--- src/pkg/fcsf_consts.vh ---
// constants for the flash command status flag block
`ifndef FCSF_CONSTS_VH
`define FCSF_CONSTS_VH
// ****************************************
// register map
// ****************************************
`define FCSF_ADDR_W 4
`define FCSF_OFS_STATUS 4'h6
`define FCSF_OFS_EVENTS 4'h0
// ****************************************
// status field positions
// ****************************************
`define FCSF_BIT_DONE 7
`define FCSF_BIT_RSV6 6
`define FCSF_BIT_ACC 5
`define FCSF_BIT_PROT 4
`define FCSF_BIT_BUSY 3
`define FCSF_BIT_RSV2 2
`define FCSF_ERR_HI 1
`define FCSF_ERR_LO 0
`define FCSF_ERR_W 2
// ****************************************
// reset values
// ****************************************
`define FCSF_RST_STATUS 8'h80
`define FCSF_RST_ERR 2'h0
`endif

--- src/hdl/fcsf_error_capture.v ---
// command error status capture for the flash command status block
`timescale 1ns/1ps
// ****************************************
// error status field: hardware set, cleared at each launch
// ****************************************
module fcsf_error_capture (
   // clock and reset
   input wire mclk,
   input wire srst,
   // events
   input wire launch,
   input wire [1:0] errSet,
   input wire [1:0] resetSeqErr,
   input wire resetSeqDone,
   // status
   output wire [1:0] errStatus
);
   reg [1:0] err_ff; // captured error bits
   reg [1:0] nxt_err;
   // next error value: a new launch clears, any error event sets
   always @* begin
      nxt_err = err_ff;
      if (launch) begin
         nxt_err = 2'h0;
      end
      nxt_err = nxt_err | errSet;
      if (resetSeqDone) begin
         nxt_err = nxt_err | resetSeqErr;
      end
   end
   // error register
   always @(posedge mclk) begin
      if (srst) begin
         err_ff <= 2'h0;
      end else begin
         err_ff <= nxt_err;
      end
   end
   assign errStatus = err_ff;
endmodule // fcsf_error_capture

--- src/hdl/fcsf_status_flags.v ---
// flash command status flags with register port and command handshake
`timescale 1ns/1ps
`include "fcsf_consts.vh"
// ****************************************
// top module
// ****************************************
module fcsf_status_flags (
   // clock and reset
   input wire mclk,
   input wire srst,
   // register port
   input wire [3:0] regAddr,
   input wire [7:0] regWdata,
   input wire regWr,
   input wire regRd,
   output reg [7:0] regRdata,
   // command sequencer side
   input wire seqWrite,
   input wire accessViolation,
   input wire protViolation,
   input wire cmdDone,
   input wire [1:0] cmdErr,
   output wire cmdLaunch,
   output wire seqAllowed,
   output wire cmdBusy,
   // reset sequence
   input wire resetSeqDone,
   input wire [1:0] resetSeqErr
);
   // ****************************************
   // state
   // ****************************************
   reg cmdCmpl_ff; // command complete flag
   reg acc_ff; // access error flag
   reg prot_ff; // protection violation flag
   reg busy_ff; // controller busy
   reg nxt_cmdCmpl;
   reg nxt_acc;
   reg nxt_prot;
   reg nxt_busy;
   wire [1:0] errStatus; // command error status field
   wire statusWr; // write aimed at status register
   wire launchReq; // software asks for launch
   wire [7:0] statusVal; // assembled status byte
   // address match used by write and read paths
   function hitStatus;
      input [3:0] a;
      begin
         hitStatus = (a == `FCSF_OFS_STATUS);
      end
   endfunction
   assign statusWr = regWr & hitStatus(regAddr);
   assign launchReq = statusWr & regWdata[`FCSF_BIT_DONE] & cmdCmpl_ff;
   // launch only when neither error flag is pending
   assign cmdLaunch = launchReq & ~acc_ff & ~prot_ff;
   // a new command write sequence may begin only while no protection violation is flagged and idle
   assign seqAllowed = ~prot_ff & cmdCmpl_ff;
   assign cmdBusy = busy_ff;
   // ****************************************
   // flag update
   // ****************************************
   // next flag values; hardware set wins over software clear
   always @* begin
      nxt_cmdCmpl = cmdCmpl_ff;
      nxt_acc = acc_ff;
      nxt_prot = prot_ff;
      nxt_busy = busy_ff;
      // write-one-to-clear of the error flags
      if (statusWr & regWdata[`FCSF_BIT_ACC]) begin
         nxt_acc = 1'b0;
      end
      if (statusWr & regWdata[`FCSF_BIT_PROT]) begin
         nxt_prot = 1'b0;
      end
      // a launch drops the complete flag until done
      if (cmdLaunch) begin
         nxt_cmdCmpl = 1'b0;
         nxt_busy = 1'b1;
      end else if (!cmdCmpl_ff && cmdDone) begin
         nxt_cmdCmpl = 1'b1;
         nxt_busy = 1'b0;
      end
      // hardware events set the flags
      if (accessViolation || (launchReq && prot_ff)) begin
         nxt_acc = 1'b1;
      end
      if (protViolation && seqWrite) begin
         nxt_prot = 1'b1;
      end
   end
   // flag registers
   always @(posedge mclk) begin
      if (srst) begin
         cmdCmpl_ff <= 1'b1;
         acc_ff <= 1'b0;
         prot_ff <= 1'b0;
         busy_ff <= 1'b0;
      end else begin
         cmdCmpl_ff <= nxt_cmdCmpl;
         acc_ff <= nxt_acc;
         prot_ff <= nxt_prot;
         busy_ff <= nxt_busy;
      end
   end
   // ****************************************
   // error status field
   // ****************************************
   fcsf_error_capture uErr (
      .mclk(mclk),
      .srst(srst),
      .launch(cmdLaunch),
      .errSet(cmdDone & ~cmdCmpl_ff ? cmdErr : 2'h0),
      .resetSeqErr(resetSeqErr),
      .resetSeqDone(resetSeqDone),
      .errStatus(errStatus)
   );
   // ****************************************
   // read path
   // ****************************************
   // status byte; bits 6 and 2 are constant zero
   assign statusVal = {cmdCmpl_ff, 1'b0, acc_ff, prot_ff, busy_ff, 1'b0, errStatus};
   // read data registered, valid the cycle after the strobe only
   always @(posedge mclk) begin
      if (srst) begin
         regRdata <= 8'h00;
      end else if (regRd && hitStatus(regAddr)) begin
         regRdata <= statusVal;
      end else begin
         regRdata <= 8'h00;
      end
   end
endmodule // fcsf_status_flags

--- config.mk ---
export PLATFORM = sky130hd
export DESIGN_NAME = fcsf_status_flags
export DESIGN_NICKNAME = d
export VERILOG_FILES = /design/src/hdl/fcsf_error_capture.v /design/src/hdl/fcsf_status_flags.v
export VERILOG_INCLUDE_DIRS = /design/src /design/src/pkg
export SDC_FILE = /design/constraint.sdc
export NUM_CORES = 1
export LEC_CHECK = 0
export BUFFER_PORTS_ARGS = -buffer_cell sky130_fd_sc_hd__clkbuf_2
export CORE_MARGIN = 10
export CORE_UTILIZATION = 37
export DETAILED_ROUTE_END_ITERATION = 7
export GPL_TIMING_DRIVEN = 0
export PLACE_DENSITY = 0.76
export SLEW_MARGIN = 5
export SYNTH_ARGS = -nofsm -noshare
export SYNTH_HDL_FRONTEND = slang
export SYNTH_SLANG_ARGS = --single-unit
--- constraint.sdc ---
create_clock -name mclk -period 1.1 [get_ports mclk]
set_input_delay 0.11 -clock mclk [delete_from_list [all_inputs] [get_ports mclk]]
set_output_delay 0.11 -clock mclk [all_outputs]
set_load 0.05 [all_outputs]
==> results of run 1 <==
[cell families (layout without fill, tap and decap cells)]
logic type | after synthesis | count (layout) | share of synthesized area
flip-flops | 12 | 12 | 0.486
buffers and inverters | 5 | 39 | 0.0532
AND/OR/NAND/NOR | 19 | 19 | 0.304
AO/OA/AOI/OAI | 11 | 11 | 0.149
other | 1 | 2 | 0.00759
[metrics by stage]
step | utilization | setup slack (ps) | power, mW
4_1_cts | 0.568 | -269 | 0.850
5_1_grt | 0.579 | -229 | 0.897
6_report | 0.579 | -176 | 0.850
2_1_floorplan | - | -267 | 0.538
3_3_place_gp | 0.513 | -162 | 0.582
3_5_place_dp | 0.513 | -173 | 0.583
[report_power, final]
part           total [mW]  internal, mW  switching [mW]
Clock               0.259         0.126           0.132
Combinational       0.137        0.0666          0.0700
Sequential          0.455         0.446         0.00868
[routing by layer]
metal	share of wire	up-vias	wire, um
met2	0.60	17	781
met5	0	-	0
met3	0.087	0	114
li1	-	230	-
met4	0	0	0
met1	0.32	213	414
[registers in the layout, indices dropped and copies added, names as in the netlist]
signal	count
cmdCmpl_ff	1
uErr.errStatus	2
regRdata	6
prot_ff	1
cmdBusy	1
acc_ff	1
[worst max-delay path, delay by kind of cell, from the launching register on]
| family | cells | cell delay, ps |
|---|---|---|
| flip-flops | 1 | 350 |
| AND/OR/NAND/NOR | 1 | 310 |
| buffers and inverters | 1 | 240 |
[how the worst max path moves through the flow]
stage | start | end | slack (ps) | cells past startpoint
2_1_floorplan | prot_ff | cmdCmpl_ff | -270 | 2
3_3_place_gp | regAddr[3] | cmdLaunch | -160 | 4
3_5_place_dp | regAddr[3] | cmdLaunch | -170 | 4
4_1_cts | cmdCmpl_ff | cmdLaunch | -270 | 3
5_1_grt | prot_ff | cmdLaunch | -230 | 2
6_report | prot_ff | cmdLaunch | -180 | 2
[layout by cell type, fill, tap and decap left out, types with 2 or more instances in the layout]
cell type / Yosys / final
conb_1: 1 / 2
dfxtp_1: 12 / 10
a22oi_1: 2 / 2
nand2b_1: 2 / 2
o22ai_1: 2 / 2
nor2b_1: 3 / 2
inv_1: 2 / 2
and2_1: 6 / 6
a21oi_1: 2 / 2
nand2_1: 3 / 3
o21ai_0: 2 / 2
clkbuf_4: 0 / 3
buf_4: 2 / 5
clkbuf_2: 0 / 25
[final cells by class]
cell class                 instances  area [sq um]  share of cell area
clock buffer                       3          22.5              0.0303
tap                               15          18.8              0.0252
sequential                        12           245               0.329
multi-input combinational         32           244               0.328
inverter                           2          7.51              0.0101
timing repair buffer              31           188               0.252
buffer                             3          18.8              0.0252
[timing repair]
action,CTS,global route
endpoints found under the setup margin,2,6
pin swaps,2,1
cloned,0,0
gates resized for setup,5,3
setup buffers,3,1
==> run_summary.xml, run 1 <==
<?xml version="1.0" encoding="UTF-8"?>
<metrics>
  <group name="status">
    <metric name="status" unit="">complete, but fails checks</metric>
    <metric name="violations_in_the_final_reports" unit="">setup timing</metric>
  </group>
  <group name="critical_path">
    <metric name="reg2reg_slack" unit="ps">80</metric>
    <metric name="rr_worst_depth" unit="">4</metric>
    <metric name="crit_fanout" unit="">2</metric>
    <metric name="worstSetupStartpointType" unit="">register</metric>
    <metric name="arrival" unit="ps">1170</metric>
    <metric name="worst_path_largest_cell_delay" unit="ps">350</metric>
    <metric name="crit_path_cell_trace" unit="">nor4_4 &gt; clkbuf_8</metric>
    <metric name="critical_path.endpoint_type" unit="">output port</metric>
    <metric name="worstSetupPathType" unit="">reg -&gt; out</metric>
    <metric name="reg2reg_to" unit="">acc_ff</metric>
    <metric name="r2r_start" unit="">prot_ff</metric>
    <metric name="worstPathRequired" unit="ps">990</metric>
    <metric name="cpMaxStageDelayCell" unit="">dfxtp_4</metric>
  </group>
  <group name="timing">
    <metric name="setup_viol" unit="">2</metric>
    <metric name="post-route-period-util" unit="">1.16</metric>
    <metric name="holdWs" unit="ps">48.9</metric>
    <metric name="hold_viol" unit="">0</metric>
    <metric name="max_frequency" unit="GHz">0.784</metric>
    <metric name="timing.final.ws_setup" unit="ps">-176</metric>
    <metric name="finalWorstPathRequiredPeriod" unit="ps">1280</metric>
    <metric name="grt_setup_unrepaired" unit="">true</metric>
    <metric name="report.final.slew_viol_count" unit="">0</metric>
    <metric name="timing.setup.tns" unit="ps">-218</metric>
    <metric name="clock_skew_after_layout" unit="ps">2.12</metric>
  </group>
  <group name="floorplanning">
    <metric name="initial_core_util" unit="">0.385</metric>
    <metric name="core.rowCount" unit="">13</metric>
    <metric name="pin_count" unit="">36</metric>
    <metric name="dieArea" unit="sq um">3200</metric>
    <metric name="die_height" unit="um">56.5</metric>
    <metric name="die_w" unit="um">56.5</metric>
    <metric name="core-area" unit="sq um">1280</metric>
  </group>
  <group name="routing">
    <metric name="drt-wirelength-per-cell" unit="um">13.4</metric>
    <metric name="finalWirelength" unit="um">1310</metric>
    <metric name="initialDrtViolationCount" unit="">3</metric>
    <metric name="dr.pass1.iters" unit="">2</metric>
    <metric name="post_drt_via_cell_ratio" unit="">4.69</metric>
    <metric name="final_antenna_net_count" unit="">0</metric>
    <metric name="drc_errors" unit="">0</metric>
    <metric name="vias" unit="">460</metric>
  </group>
  <group name="synth">
    <metric name="synth-seq-cells" unit="">12</metric>
    <metric name="synth_largest_type_area_fraction" unit="">0.486</metric>
    <metric name="sequential_to_total_area_share_from_yosys_stat" unit="">0.486</metric>
    <metric name="yosys_cell_types" unit="">21</metric>
    <metric name="yosysTopAreaCell" unit="">dfxtp_1</metric>
    <metric name="synthTopCellsByArea" unit="">dfxtp_1 49%, and2_1 7.6%, nand4bb_4 5.6%</metric>
    <metric name="synth_cells" unit="">48</metric>
    <metric name="synth-async-reset-ratio" unit="">0</metric>
    <metric name="most_used_flip_flop_cell_after_synthesis" unit="">dfxtp_1</metric>
    <metric name="syn_area" unit="sq um">494</metric>
    <metric name="synthTopCellsByCount" unit="">12 x dfxtp_1, 6 x and2_1, 3 x nand2_1, 3 x nor2b_1</metric>
    <metric name="synth-edff-count" unit="">0</metric>
    <metric name="yosys_warnings" unit="">0</metric>
    <metric name="syn_avg_cell_area" unit="sq um">10.3</metric>
    <metric name="cell_with_the_most_instances_after_synthesis" unit="">dfxtp_1</metric>
  </group>
  <group name="hold_path">
    <metric name="holdCritStartpoint" unit="">seqWrite</metric>
    <metric name="worstHoldPathCells" unit="">3</metric>
    <metric name="min_path_type" unit="">in -&gt; reg</metric>
    <metric name="hold_path_end" unit="">prot_ff</metric>
  </group>
  <group name="placed_design">
    <metric name="finalWeightedCongestion" unit="">0.683</metric>
    <metric name="placement.cell_area" unit="sq um">659</metric>
    <metric name="dpl.cell_count" unit="">91</metric>
    <metric name="port_buffers" unit="">27</metric>
    <metric name="hpwl" unit="um">971</metric>
  </group>
  <group name="clock_tree">
    <metric name="clk_root_buffer_cell" unit="">clkbuf_4</metric>
    <metric name="clkTransAtPathRegs" unit="ps">70</metric>
    <metric name="clock-sinks" unit="">12</metric>
    <metric name="tritoncts" unit="">yes</metric>
    <metric name="ctsHtreeMaxLevel" unit="">1</metric>
    <metric name="clk-insertion-delay-late" unit="ps">270</metric>
    <metric name="clock_path_buffers" unit="">2</metric>
    <metric name="hold_buffers" unit="">0</metric>
    <metric name="total_clock_buffers_created_by_cts" unit="">3</metric>
  </group>
  <group name="global_route">
    <metric name="busiest_layer" unit="">met2</metric>
    <metric name="grt_max_degree" unit="">10</metric>
    <metric name="global_route.overflow_total" unit="">0</metric>
    <metric name="track_usage" unit="">0.0837</metric>
    <metric name="use_met1" unit="">0.0669</metric>
    <metric name="grt_antenna_before_repair" unit="">0</metric>
    <metric name="first_pass_grt_wire_length" unit="um">2120</metric>
    <metric name="vias_in_the_first_global_route" unit="">513</metric>
    <metric name="met2_usage_in_global_routing" unit="">0.155</metric>
    <metric name="globalRouteMet3Util" unit="">0.0427</metric>
  </group>
  <group name="layout">
    <metric name="final_cell_area" unit="sq um">744</metric>
    <metric name="area_grow_syn2layout" unit="%">50.6</metric>
    <metric name="layout.filler_cells" unit="">121</metric>
    <metric name="stdcell_count" unit="">98</metric>
    <metric name="layout-drive-gt1-share" unit="">0.518</metric>
    <metric name="antenna_cells_inserted" unit="">0</metric>
    <metric name="design.final.nets" unit="">110</metric>
  </group>
  <group name="power_and_ir_drop">
    <metric name="pwr_density_cell" unit="nW/um^2">1140</metric>
    <metric name="power.leakage" unit="nW">0.372</metric>
    <metric name="vdd_ir_drop_max" unit="mV">0.539</metric>
  </group>
  <group name="job">
    <metric name="max_cap_violations" unit="">0</metric>
  </group>
</metrics>
Power figures use the tool's default switching activity.
==> run 2: changes to the inputs <==
- BUFFER_PORTS_ARGS: -buffer_cell sky130_fd_sc_hd__clkbuf_2 -> -buffer_cell sky130_fd_sc_hd__buf_2
- MAX_ROUTING_LAYER: default -> met4
==> run 2 against run 1 <==
  * The flow still finishes with violations (setup timing)
  * Fmax up 2.3%
  * Highest routed layer is now met4
  * Via count unchanged
  * Clock-buffer cell count up 1
  * Clock skew up 5.0 ps
  * Utilization up 1.2 points
  * Wire length down 2.6%
  * Sequential power about the same
  * Hold slack better by 12 ps
  * Largest power group unchanged
  * Final cell count up 1.0%
  * Critical endpoint unchanged
==> run_summary.xml, run 2 (synthesized netlist as in run 1, its figures left out) <==
<?xml version="1.0" encoding="UTF-8"?>
<metrics>
  <group name="layout">
    <metric name="layout.filler_cells" unit="">122</metric>
    <metric name="final_common_cell" unit="">buf_2</metric>
    <metric name="design.final.nets" unit="">110</metric>
    <metric name="stdcell_count" unit="">99</metric>
    <metric name="ff_latch_area" unit="sq um">245</metric>
    <metric name="layout-drive-gt1-share" unit="">0.536</metric>
    <metric name="largest_reg_flops" unit="">6</metric>
    <metric name="largest_register" unit="">regRdata</metric>
    <metric name="area_grow_syn2layout" unit="%">53.7</metric>
    <metric name="antenna_cells_inserted" unit="">0</metric>
    <metric name="most-common-layout-cells" unit="">25 x buf_2, 10 x dfxtp_1, 6 x and2_1</metric>
    <metric name="multiInputGateArea" unit="sq um">248</metric>
  </group>
  <group name="routing">
    <metric name="post_drt_via_cell_ratio" unit="">4.65</metric>
    <metric name="drt-wirelength-per-cell" unit="um">12.9</metric>
    <metric name="initialDrtViolationCount" unit="">15</metric>
    <metric name="detail_route.wirelength.met1" unit="um">451</metric>
    <metric name="top_signal_layer_used" unit="">met4</metric>
    <metric name="met3RoutedLength" unit="um">95</metric>
    <metric name="dr_wl_met2" unit="um">719</metric>
    <metric name="final_antenna_net_count" unit="">0</metric>
    <metric name="dr.pass1.iters" unit="">4</metric>
    <metric name="finalWirelength" unit="um">1280</metric>
    <metric name="vias" unit="">460</metric>
    <metric name="drc_errors" unit="">0</metric>
  </group>
  <group name="timing">
    <metric name="clock_skew_after_layout" unit="ps">7.09</metric>
    <metric name="finalWorstPathRequiredPeriod" unit="ps">1250</metric>
    <metric name="grt_setup_unrepaired" unit="">true</metric>
    <metric name="timing.final.ws_setup" unit="ps">-147</metric>
    <metric name="post-route-period-util" unit="">1.13</metric>
    <metric name="holdWs" unit="ps">60.7</metric>
    <metric name="setup_viol" unit="">2</metric>
    <metric name="report.final.slew_viol_count" unit="">0</metric>
    <metric name="hold_viol" unit="">0</metric>
    <metric name="max_frequency" unit="GHz">0.802</metric>
  </group>
  <group name="critical_path">
    <metric name="cpMaxStageDelayCell" unit="">dfxtp_4</metric>
    <metric name="crit_fanout" unit="">2</metric>
    <metric name="worstSetupPathType" unit="">reg -&gt; out</metric>
    <metric name="arrival" unit="ps">1140</metric>
    <metric name="worstSetupStartpointType" unit="">register</metric>
    <metric name="worstPathRequired" unit="ps">990</metric>
    <metric name="crit_cells" unit="">2</metric>
    <metric name="rr_worst_depth" unit="">4</metric>
    <metric name="reg2reg_slack" unit="ps">60</metric>
    <metric name="crit_family" unit="">flip-flops</metric>
    <metric name="worst_path_largest_cell_delay" unit="ps">350</metric>
    <metric name="crit_path_cell_trace" unit="">nor4_4 &gt; buf_6</metric>
    <metric name="critical_path.endpoint_type" unit="">output port</metric>
    <metric name="critPathBufInv" unit="">1</metric>
  </group>
  <group name="clock_tree">
    <metric name="clk-insertion-delay-late" unit="ps">280</metric>
    <metric name="clock_path_buffers" unit="">2</metric>
    <metric name="tritoncts" unit="">yes</metric>
    <metric name="ctsHtreeMaxLevel" unit="">1</metric>
    <metric name="total_clock_buffers_created_by_cts" unit="">3</metric>
    <metric name="clock-sinks" unit="">12</metric>
    <metric name="hold_buffers" unit="">0</metric>
    <metric name="clkTransAtPathRegs" unit="ps">70</metric>
    <metric name="clk_root_buffer_cell" unit="">clkbuf_4</metric>
  </group>
  <group name="hold_path">
    <metric name="worstHoldPathCells" unit="">3</metric>
    <metric name="min_path_type" unit="">in -&gt; reg</metric>
  </group>
  <group name="placed_design">
    <metric name="finalWeightedCongestion" unit="">0.692</metric>
    <metric name="dpl.cell_count" unit="">91</metric>
    <metric name="hpwl" unit="um">965</metric>
    <metric name="port_buffers" unit="">27</metric>
  </group>
  <group name="global_route">
    <metric name="first_pass_grt_wire_length" unit="um">2130</metric>
    <metric name="global_route.overflow_total" unit="">0</metric>
    <metric name="grt_max_degree" unit="">10</metric>
    <metric name="grt_antenna_before_repair" unit="">0</metric>
    <metric name="track_usage" unit="">0.0841</metric>
    <metric name="vias_in_the_first_global_route" unit="">498</metric>
  </group>
  <group name="floorplanning">
    <metric name="die_height" unit="um">56.5</metric>
    <metric name="core.rowCount" unit="">13</metric>
    <metric name="die_w" unit="um">56.5</metric>
    <metric name="core-area" unit="sq um">1280</metric>
    <metric name="pin_count" unit="">36</metric>
    <metric name="initial_core_util" unit="">0.385</metric>
    <metric name="dieArea" unit="sq um">3200</metric>
  </group>
  <group name="power_and_ir_drop">
    <metric name="power.leakage" unit="nW">0.381</metric>
    <metric name="pwr_density_cell" unit="nW/um^2">1240</metric>
    <metric name="vdd_ir_drop_max" unit="mV">0.664</metric>
  </group>
  <group name="status">
    <metric name="violations_in_the_final_reports" unit="">setup timing</metric>
    <metric name="status" unit="">complete, but fails checks</metric>
  </group>
  <group name="job">
    <metric name="max_cap_violations" unit="">0</metric>
  </group>
</metrics>
==> run 2: power breakdown <==
group	total [mW]	leakage (nW)	internal, mW	switching, mW
clock	0.352	0.0210	0.201	0.151
sequential	0.455	0.0979	0.446	0.00864
combinational	0.138	0.262	0.0671	0.0708
==> run 2: stage by stage <==
| stage | instance area, sq um | total power, mW | TNS, ps | utilization | setup WS (ps) |
|---|---|---|---|---|---|
| floorplan | 505 | 0.538 | -1180 | - | -267 |
| global placement | 659 | 0.582 | -162 | 0.513 | -162 |
| detailed placement | 659 | 0.584 | -180 | 0.513 | -180 |
| CTS | 744 | 0.941 | -589 | 0.579 | -246 |
| global route | 759 | 0.987 | -268 | 0.591 | -194 |
| finish | 759 | 0.945 | -183 | 0.591 | -147 |
==> run 2: worst min-delay path: cells and delay by family <==
| family | cells | cell delay (ps) |
|---|---|---|
| buf+inv | 1 | 90 |
| compound gates | 1 | 50 |
| simple gates | 1 | 40 |
==> run 2: final cells by class <==
class | count | share of cell area
clock buffers | 4 | 0.0478
multi-input cells | 32 | 0.326
repair buffers | 31 | 0.244
well taps | 15 | 0.0247
flip-flops and latches | 12 | 0.323
plain buffers | 3 | 0.0247
inverters | 2 | 0.00988
==> run 2: repair_timing <==
item	in CTS	in global routing
pin swaps	3	1
setup endpoints to repair	2	7
buffers inserted	4	1
cloned	0	0
resized for setup	6	5
==> run 2: final timing paths <==
check / startpoint / end
max: prot_ff / cmdLaunch
max reg2reg: prot_ff / acc_ff
min: seqWrite / prot_ff
min reg2reg: uErr.errStatus[0] / regRdata[0]
==> run 2: per-layer routing <==
layer | GRT usage | vias up
li1 | - | 230
met1 | 0.0771 | 210
met2 | 0.149 | 18
met3 | 0.0315 | 2
met4 | 0.0412 | 0
met5 | - | -
